$ cat config.mk
export PLATFORM = sky130hd
export DESIGN_NAME = spv_port
export DESIGN_NICKNAME = d
export VERILOG_FILES = /design/src/spv_port.v /design/src/spv_fifo.v
export VERILOG_INCLUDE_DIRS = /design/src
export SDC_FILE = /design/constraint.sdc
export NUM_CORES = 1
export LEC_CHECK = 0
export BUFFER_PORTS_ARGS = -buffer_cell sky130_fd_sc_hd__buf_2
export CAP_MARGIN = 20
export CORE_UTILIZATION = 40
export DETAILED_ROUTE_END_ITERATION = 8
export HOLD_SLACK_MARGIN = 0.02
export MAX_ROUTING_LAYER = met4
export SLEW_MARGIN = 10
export SYNTH_ARGS = -nofsm -noshare
export SYNTH_HDL_FRONTEND = slang
export SYNTH_SLANG_ARGS = --single-unit
export TNS_END_PERCENT = 100
$ cat constraint.sdc
create_clock -name clock -period 2.8 [get_ports clock]
set_clock_uncertainty 0.1 [all_clocks]
set_input_delay 0.56 -clock clock [delete_from_list [all_inputs] [get_ports clock]]
set_output_delay 0.56 -clock clock [all_outputs]
set_load 0.01 [all_outputs]
$ cat src/spv_defs.vh
// constants of the serial program/verify port: command codes, frame
// lengths, address map limits and reset values.
// assumes inclusion by bare name from the design files.
`ifndef SPV_DEFS_VH
`define SPV_DEFS_VH

// ----------------------------------------------------------------------
// command codes, six bits, sent lsb first
// ----------------------------------------------------------------------
`define SPV_CMD_LOAD 6'h02
`define SPV_CMD_READ 6'h04
`define SPV_CMD_INC 6'h06
`define SPV_CMD_BEGIN 6'h08
`define SPV_CMD_END 6'h0E

// ----------------------------------------------------------------------
// frame geometry
// ----------------------------------------------------------------------
`define SPV_CMD_LAST 5'h05
`define SPV_DATA_FIRST 5'h01
`define SPV_DATA_LAST 5'h0E
`define SPV_STOP_CYC 5'h0F
`define SPV_FRAME_CYC 5'h10
`define SPV_WORD_BITS 14
`define SPV_CORE_BITS 12

// ----------------------------------------------------------------------
// address map
// ----------------------------------------------------------------------
`define SPV_PC_RESET 12'hFFF
`define SPV_OPEN_TOP 12'h03F
`define SPV_LAST_SMALL 12'h1FF
`define SPV_LAST_LARGE 12'h3FF
`define SPV_PC_ONE 12'h001

// ----------------------------------------------------------------------
// load buffer
// ----------------------------------------------------------------------
`define SPV_FIFO_DEPTH 16
`define SPV_FIFO_AW 4

`endif

$ cat src/spv_port.v
// serial program/verify port of a small 12-bit core: command decoder,
// load and read frames, program counter, code protection gating.
// assumes an external array on mem_* that reads mem_rdata from mem_addr
// and burns mem_wdata while mem_prog is high; pins are asynchronous.
`timescale 1ns/1ps
`include "spv_defs.vh"

module spv_port #(
    parameter LARGE_MEM = 0,
    parameter HAS_CALIB = 1
) (
    input wire clock,
    input wire rstn,
    input wire serial_clock_pin,
    input wire serial_data_pin_in,
    output reg serial_data_pin_out,
    output reg serial_data_pin_oe_n,
    input wire master_clear_vpp_pin,
    input wire code_protect_bit,
    input wire [11:0] mem_rdata,
    output reg [11:0] mem_addr,
    output reg [11:0] mem_wdata,
    output reg mem_prog,
    output reg prog_mode,
    output reg load_overrun
);

    // ------------------------------------------------------------------
    // states
    // ------------------------------------------------------------------
    localparam [3:0] S_OFF = 4'b0001;
    localparam [3:0] S_CMD = 4'b0010;
    localparam [3:0] S_LOAD = 4'b0100;
    localparam [3:0] S_READ = 4'b1000;

    // ------------------------------------------------------------------
    // helpers
    // ------------------------------------------------------------------
    // highest protected address for this variant
    function [11:0] prot_top;
        input dummy;
        reg [11:0] top;
        begin
            top = (LARGE_MEM != 0) ? `SPV_LAST_LARGE : `SPV_LAST_SMALL;
            if (HAS_CALIB != 0) begin
                top = top - `SPV_PC_ONE;
            end
            prot_top = top;
        end
    endfunction

    // protection is on when the protect bit is programmed (reads zero)
    function is_protected;
        input [11:0] addr;
        input cp;
        begin
            is_protected = !cp && (addr > `SPV_OPEN_TOP)
                && (addr <= prot_top(1'b0));
        end
    endfunction

    // ------------------------------------------------------------------
    // pin synchronisers and edge detection
    // ------------------------------------------------------------------
    reg [1:0] sclk_s;
    reg [1:0] sdat_s;
    reg [1:0] vpp_s;
    reg sclk_d;
    reg vpp_d;

    always @(posedge clock or negedge rstn) begin
        if (!rstn) begin
            sclk_s <= 2'b00;
            sdat_s <= 2'b00;
            vpp_s <= 2'b00;
            sclk_d <= 1'b0;
            vpp_d <= 1'b0;
        end else begin
            sclk_s <= {sclk_s[0], serial_clock_pin};
            sdat_s <= {sdat_s[0], serial_data_pin_in};
            vpp_s <= {vpp_s[0], master_clear_vpp_pin};
            sclk_d <= sclk_s[1];
            vpp_d <= vpp_s[1];
        end
    end

    wire sclk_rise = sclk_s[1] & ~sclk_d;
    wire sclk_fall = ~sclk_s[1] & sclk_d;
    wire vpp_rise = vpp_s[1] & ~vpp_d;
    wire din = sdat_s[1];

    // ------------------------------------------------------------------
    // frame state
    // ------------------------------------------------------------------
    reg [3:0] state;
    reg [4:0] cnt;
    reg [5:0] cmd;
    reg [13:0] shreg;
    reg push_valid;
    reg [11:0] push_data;

    wire fifo_in_ready;
    wire fifo_out_valid;
    wire [11:0] fifo_out_data;

    // lsb arrives first, so each new bit enters at the top
    wire [5:0] next_cmd = {din, cmd[5:1]};
    wire cmd_done = (state == S_CMD) && sclk_fall
        && (cnt == `SPV_CMD_LAST);
    wire do_begin = cmd_done && (next_cmd == `SPV_CMD_BEGIN);
    wire addr_prot = is_protected(mem_addr, code_protect_bit);

    // protected words read as zero; upper two bits always zero
    wire [11:0] read_core = addr_prot ? 12'h000 : mem_rdata;
    wire [13:0] read_word = {2'b00, read_core};

    // ------------------------------------------------------------------
    // load buffer: a word waits here until begin programming takes it
    // ------------------------------------------------------------------
    spv_fifo #(
        .WIDTH(`SPV_CORE_BITS),
        .DEPTH(`SPV_FIFO_DEPTH),
        .AW(`SPV_FIFO_AW)
    ) u_fifo (
        .clock(clock),
        .rstn(rstn),
        .in_valid(push_valid),
        .in_ready(fifo_in_ready),
        .in_data(push_data),
        .out_valid(fifo_out_valid),
        .out_ready(do_begin),
        .out_data(fifo_out_data)
    );

    // ------------------------------------------------------------------
    // main sequencer
    // ------------------------------------------------------------------
    always @(posedge clock or negedge rstn) begin
        if (!rstn) begin
            state <= S_OFF;
            cnt <= 5'h00;
            cmd <= 6'h00;
            shreg <= 14'h0000;
            push_valid <= 1'b0;
            push_data <= 12'h000;
            mem_addr <= `SPV_PC_RESET;
            mem_wdata <= 12'h000;
            mem_prog <= 1'b0;
            prog_mode <= 1'b0;
            load_overrun <= 1'b0;
            serial_data_pin_out <= 1'b0;
            serial_data_pin_oe_n <= 1'b1;
        end else begin
            push_valid <= 1'b0;
            load_overrun <= 1'b0;
            if (!vpp_s[1]) begin
                // master clear low: counter parked at all ones, pin released
                state <= S_OFF;
                cnt <= 5'h00;
                mem_addr <= `SPV_PC_RESET;
                mem_prog <= 1'b0;
                prog_mode <= 1'b0;
                serial_data_pin_oe_n <= 1'b1;
            end else begin
                case (state)
                    S_OFF: begin
                        // both serial pins must be low as the voltage rises
                        if (vpp_rise && !sclk_s[1] && !din) begin
                            state <= S_CMD;
                            cnt <= 5'h00;
                            prog_mode <= 1'b1;
                        end
                    end
                    S_CMD: begin
                        if (sclk_fall) begin
                            cmd <= next_cmd;
                            cnt <= cnt + 5'h01;
                        end
                        if (cmd_done) begin
                            cnt <= 5'h00;
                            case (next_cmd)
                                `SPV_CMD_LOAD: begin
                                    state <= S_LOAD;
                                end
                                `SPV_CMD_READ: begin
                                    shreg <= read_word;
                                    state <= S_READ;
                                end
                                `SPV_CMD_INC: begin
                                    // 0xfff wraps to 0, last user to id area
                                    mem_addr <= mem_addr
                                        + `SPV_PC_ONE;
                                end
                                `SPV_CMD_BEGIN: begin
                                    // an empty buffer means nothing to burn
                                    if (fifo_out_valid) begin
                                        mem_wdata <= fifo_out_data;
                                        mem_prog <= !addr_prot;
                                    end
                                end
                                `SPV_CMD_END: begin
                                    mem_prog <= 1'b0;
                                end
                                default: begin
                                    state <= S_CMD;
                                end
                            endcase
                        end
                    end
                    S_LOAD: begin
                        if (sclk_fall) begin
                            cnt <= cnt + 5'h01;
                            // start and stop cycles carry nothing
                            if (cnt >= `SPV_DATA_FIRST
                                && cnt <= `SPV_DATA_LAST) begin
                                shreg <= {din, shreg[13:1]};
                            end
                            if (cnt == `SPV_STOP_CYC) begin
                                state <= S_CMD;
                                cnt <= 5'h00;
                                // a full buffer drops the word and flags it
                                push_valid <= fifo_in_ready;
                                load_overrun <= !fifo_in_ready;
                                push_data <= shreg[11:0];
                            end
                        end
                    end
                    S_READ: begin
                        if (sclk_rise) begin
                            cnt <= cnt + 5'h01;
                            if (cnt >= `SPV_DATA_FIRST
                                && cnt <= `SPV_DATA_LAST) begin
                                serial_data_pin_oe_n <= 1'b0;
                                serial_data_pin_out <= shreg[0];
                                shreg <= {1'b0, shreg[13:1]};
                            end
                            if (cnt == `SPV_STOP_CYC) begin
                                serial_data_pin_oe_n <= 1'b1;
                                serial_data_pin_out <= 1'b0;
                            end
                        end
                        if (sclk_fall && cnt == `SPV_FRAME_CYC) begin
                            state <= S_CMD;
                            cnt <= 5'h00;
                        end
                    end
                    default: begin
                        state <= S_OFF;
                    end
                endcase
            end
        end
    end

endmodule // spv_port

$ cat src/spv_fifo.v
// small first-in first-out buffer with valid/ready on both sides.
// assumes one clock and an active-low asynchronous reset.
`timescale 1ns/1ps

module spv_fifo #(
    parameter WIDTH = 12,
    parameter DEPTH = 16,
    parameter AW = 4
) (
    input wire clock,
    input wire rstn,
    input wire in_valid,
    output wire in_ready,
    input wire [WIDTH-1:0] in_data,
    output wire out_valid,
    input wire out_ready,
    output wire [WIDTH-1:0] out_data
);

    localparam [AW:0] FULL = DEPTH;
    localparam [AW:0] ONE = 1;
    localparam [AW-1:0] PTR_ONE = 1;

    reg [WIDTH-1:0] store [0:DEPTH-1];
    reg [AW-1:0] wr_ptr;
    reg [AW-1:0] rd_ptr;
    reg [AW:0] count;

    wire push = in_valid & in_ready;
    wire pop = out_valid & out_ready;

    assign in_ready = (count != FULL);
    assign out_valid = (count != {(AW+1){1'b0}});
    assign out_data = store[rd_ptr];

    always @(posedge clock) begin
        if (push) begin
            store[wr_ptr] <= in_data;
        end
    end

    always @(posedge clock or negedge rstn) begin
        if (!rstn) begin
            wr_ptr <= {AW{1'b0}};
            rd_ptr <= {AW{1'b0}};
            count <= {(AW+1){1'b0}};
        end else begin
            if (push) begin
                wr_ptr <= wr_ptr + PTR_ONE;
            end
            if (pop) begin
                rd_ptr <= rd_ptr + PTR_ONE;
            end
            if (push && !pop) begin
                count <= count + ONE;
            end else if (pop && !push) begin
                count <= count - ONE;
            end
        end
    end

endmodule // spv_fifo

==> results.json <==
{
  "synth_seq_cells": 283,
  "drtIter0Drc": 552,
  "synth.area.mux_share_pct": 12.0,
  "clockBufferDepth": 3,
  "cts_buffers": 30,
  "setup_viol_count_final": 0,
  "endpoint_kind": "flop",
  "synth_cell_types": 77,
  "io_pins": 47,
  "yosys.area_share.simple_pct": 8.03,
  "nets": 899,
  "ys.flop_type": "edfxtp_1",
  "clk_pin_slew_ns": 0.06,
  "grt_pass1_wl_mm": 38.5,
  "drive_gt1_share_pct": 29.1,
  "gp_congestion": 0.816,
  "ant_nets": 0,
  "power_density_mw_per_mm2": 605,
  "worst_pin_slew_ns": 0.653,
  "row_count": 63,
  "synth_nets": 800,
  "port-buffer-count": 46,
  "drc": 0,
  "async_flop_share_pct": 32.2,
  "vias": 6739,
  "synth_top_area_share_pct": 48.1,
  "ys_top_cells_by_area": "edfxtp_1 48%, dfrtp_1 16%, mux4_2 6.8%",
  "fillers": 2552,
  "finalCritPeriodShare_pct": 93.9,
  "crit_required_ns": 3.13,
  "slew_viol_final": 0,
  "grt_pass1_vias": 6707,
  "dieArea_mm2": 0.0307,
  "antenna_cells": 0,
  "clock.fmax_mhz": 381,
  "wl_per_cell_um": 19.3,
  "synth_fa_ha_area_share_pct": 1.94,
  "synth_top_family_by_area": "multiplexers",
  "clock_sinks": 283,
  "maxCapViolations": 0,
  "multiInputGateArea_mm2": 0.00370,
  "synth-xor-area-share_pct": 1.75,
  "route.detailed.vias_per_inst": 5.28,
  "critical_path_class": "reg -> reg",
  "htree_levels": 1,
  "finalHoldWorstSlack_ns": 0.250,
  "yosysTopAreaCell": "edfxtp_1",
  "design_area_mm2": 0.0140,
  "dpl_cell_area_mm2": 0.0130,
  "wirelength_mm": 24.6,
  "path_max_fanout": 4,
  "core_area_mm2": 0.0296,
  "dp_hpwl_mm": 16.3,
  "yosysSeqAreaShare_pct": 67.2,
  "grt_max_degree": 46,
  "status": "completed",
  "startpoint_type": "flop",
  "track_usage_pct": 16.8,
  "synth_compound_area_share_pct": 6.63,
  "relSlewSlack_pct": 56.3,
  "hold_viol_final": 0,
  "cts_root_buffer": "clkbuf_16",
  "fin_ws_ns": 0.172,
  "power_leakage_nw": 4.62,
  "yosysMostFrequentCell": "edfxtp_1",
  "rsz0062_at_grt": "false",
  "area_growth_syn_to_layout_pct": 16.9,
  "final_util_pct": 47.4,
  "synth_edf_count": 192,
  "die_h_um": 175,
  "start_util_pct": 40.6,
  "antenna_found_initial": 0,
  "period_minus_slack_ns": 2.63,
  "die_w_um": 175,
  "place_ws_ns": -0.0226,
  "clk_latency_ns": 0.54,
  "synthCells": 764,
  "cts_tree": "yes",
  "yosysWarnings": 0,
  "syn_area_mm2": 0.0120,
  "cp.arrival_ns": 2.95,
  "avgSynthCellArea_um2": 15.7,
  "hold_class": "reg -> reg",
  "synth_commonest_cells": "192 x edfxtp_1, 77 x dfrtp_1, 75 x nand2_1",
  "grt_overflow": 0,
  "ff_latch_area_mm2": 0.00806,
  "max-vdd-ir-drop_uv": 421,
  "drt-pass1-iter-count": 7
}
[critical path: stages (launching register included)]
cell and delay (ns):
dfrtp_1 0.37, inv_1 0.07, ha_2 0.17, and4bb_2 0.25, nand2_1 0.09, a2111o_1 0.31
ha_2 0.21, inv_2 0.10, ha_4 0.22, a21o_1 0.18, a21oi_2 0.14, xnor2_1 0.12
nor2_1 0.06, xnor2_1 0.12
[cell type report]
type                    count  share of cell area, %
clock buffers              50                   6.50
clock inverters             6                  0.410
inverters                  17                  0.455
multi-input cells         424                   26.4
flip-flops and latches    283                   57.5
well taps                 390                   3.48
repair buffers            107                   5.27
[sequential cells by signal (all words and copies together), names as in the netlist, 4 cells and up]
| register | flops |
|---|---|
| cmd | 5 |
| cnt | 5 |
| mem_addr | 12 |
| mem_wdata | 12 |
| push_data | 12 |
| shreg | 14 |
| state | 4 |
| u_fifo.count | 5 |
| u_fifo.rd_ptr | 4 |
| u_fifo.store | 192 |
| u_fifo.wr_ptr | 4 |
[what timing repair did]
action / in CTS / in global routing
gates resized for setup: 2 / 5
pin swaps: 0 / 1
hold endpoints to repair: 31 / 0
endpoints found under the setup margin: 1 / 2
setup buffers: 0 / 1
hold buffers: 4 / 0
[worst paths after layout]
check | startpoint | end | slack (ns) | depth (start not counted)
setup / recovery | cnt[1]$_DFFE_PN0P_ | u_fifo.count[4]$_DFFE_PN0P_ | 0.17 | 13
hold / removal | sclk_s[0]$_DFF_PN0_ | sclk_s[1]$_DFF_PN0_ | 0.25 | 0
setup reg to reg | cnt[1]$_DFFE_PN0P_ | u_fifo.count[4]$_DFFE_PN0P_ | 0.17 | 13
hold reg to reg | sclk_s[0]$_DFF_PN0_ | sclk_s[1]$_DFF_PN0_ | 0.25 | 0
max in group asynchronous | rstn | serial_data_pin_oe_n$_DFFE_PN1P_ | 1.48 | 3
min in group asynchronous | rstn | mem_wdata[2]$_DFFE_PN0P_ | 0.42 | 2
[through the flow]
stage	TNS [ns]	power, mW	std cells
after floorplan	0	4.67	764
after global placement	0	4.76	1216
after detailed placement	-0.0226	4.77	1216
after CTS	0	8.58	1276
after global routing	0	8.77	1277
final	0	8.48	1277
[report_power, final]
part	internal (mW)	switching [mW]	total [mW]	leakage (nW)
Combinational	0.0779	0.0934	0.171	1.67
Clock	2.29	1.51	3.80	0.475
Sequential	4.48	0.0362	4.51	2.47
[layer usage]
| layer | routed length, um | vias up | global-route usage, % |
|---|---|---|---|
| li1 | - | 3157 | - |
| met1 | 11200 | 3424 | 22.8 |
| met2 | 12100 | 127 | 26.9 |
| met3 | 931 | 31 | 2.37 |
| met4 | 357 | 0 | 3.73 |
| met5 | 0 | - | - |
[cells by family (layout without fill, tap and decap cells)]
family / after synthesis / count (layout)
simple gates: 181 / 181
flops: 283 / 283
fa+ha+maj: 18 / 18
buf+inv: 57 / 180
mux: 95 / 95
xor+xnor: 24 / 24
compound gates: 106 / 106
[cells in the final DEF, fill, tap and decap left out, drive strengths merged, types with 14 or more instances in the layout]
master  synthesis  layout
ha             17      17
nand2          77      77
edfxtp        192     192
buf            21     103
mux2           34      34
xnor2          15      15
dfrtp          77      77
o21ai          33      33
inv            16      16
nor2           27      27
mux4           36      36
a21o           14      14
mux2i          25      25
dfstp          14      14
clkbuf         19      50
Note: power is estimated with default switching activity, not from simulation.
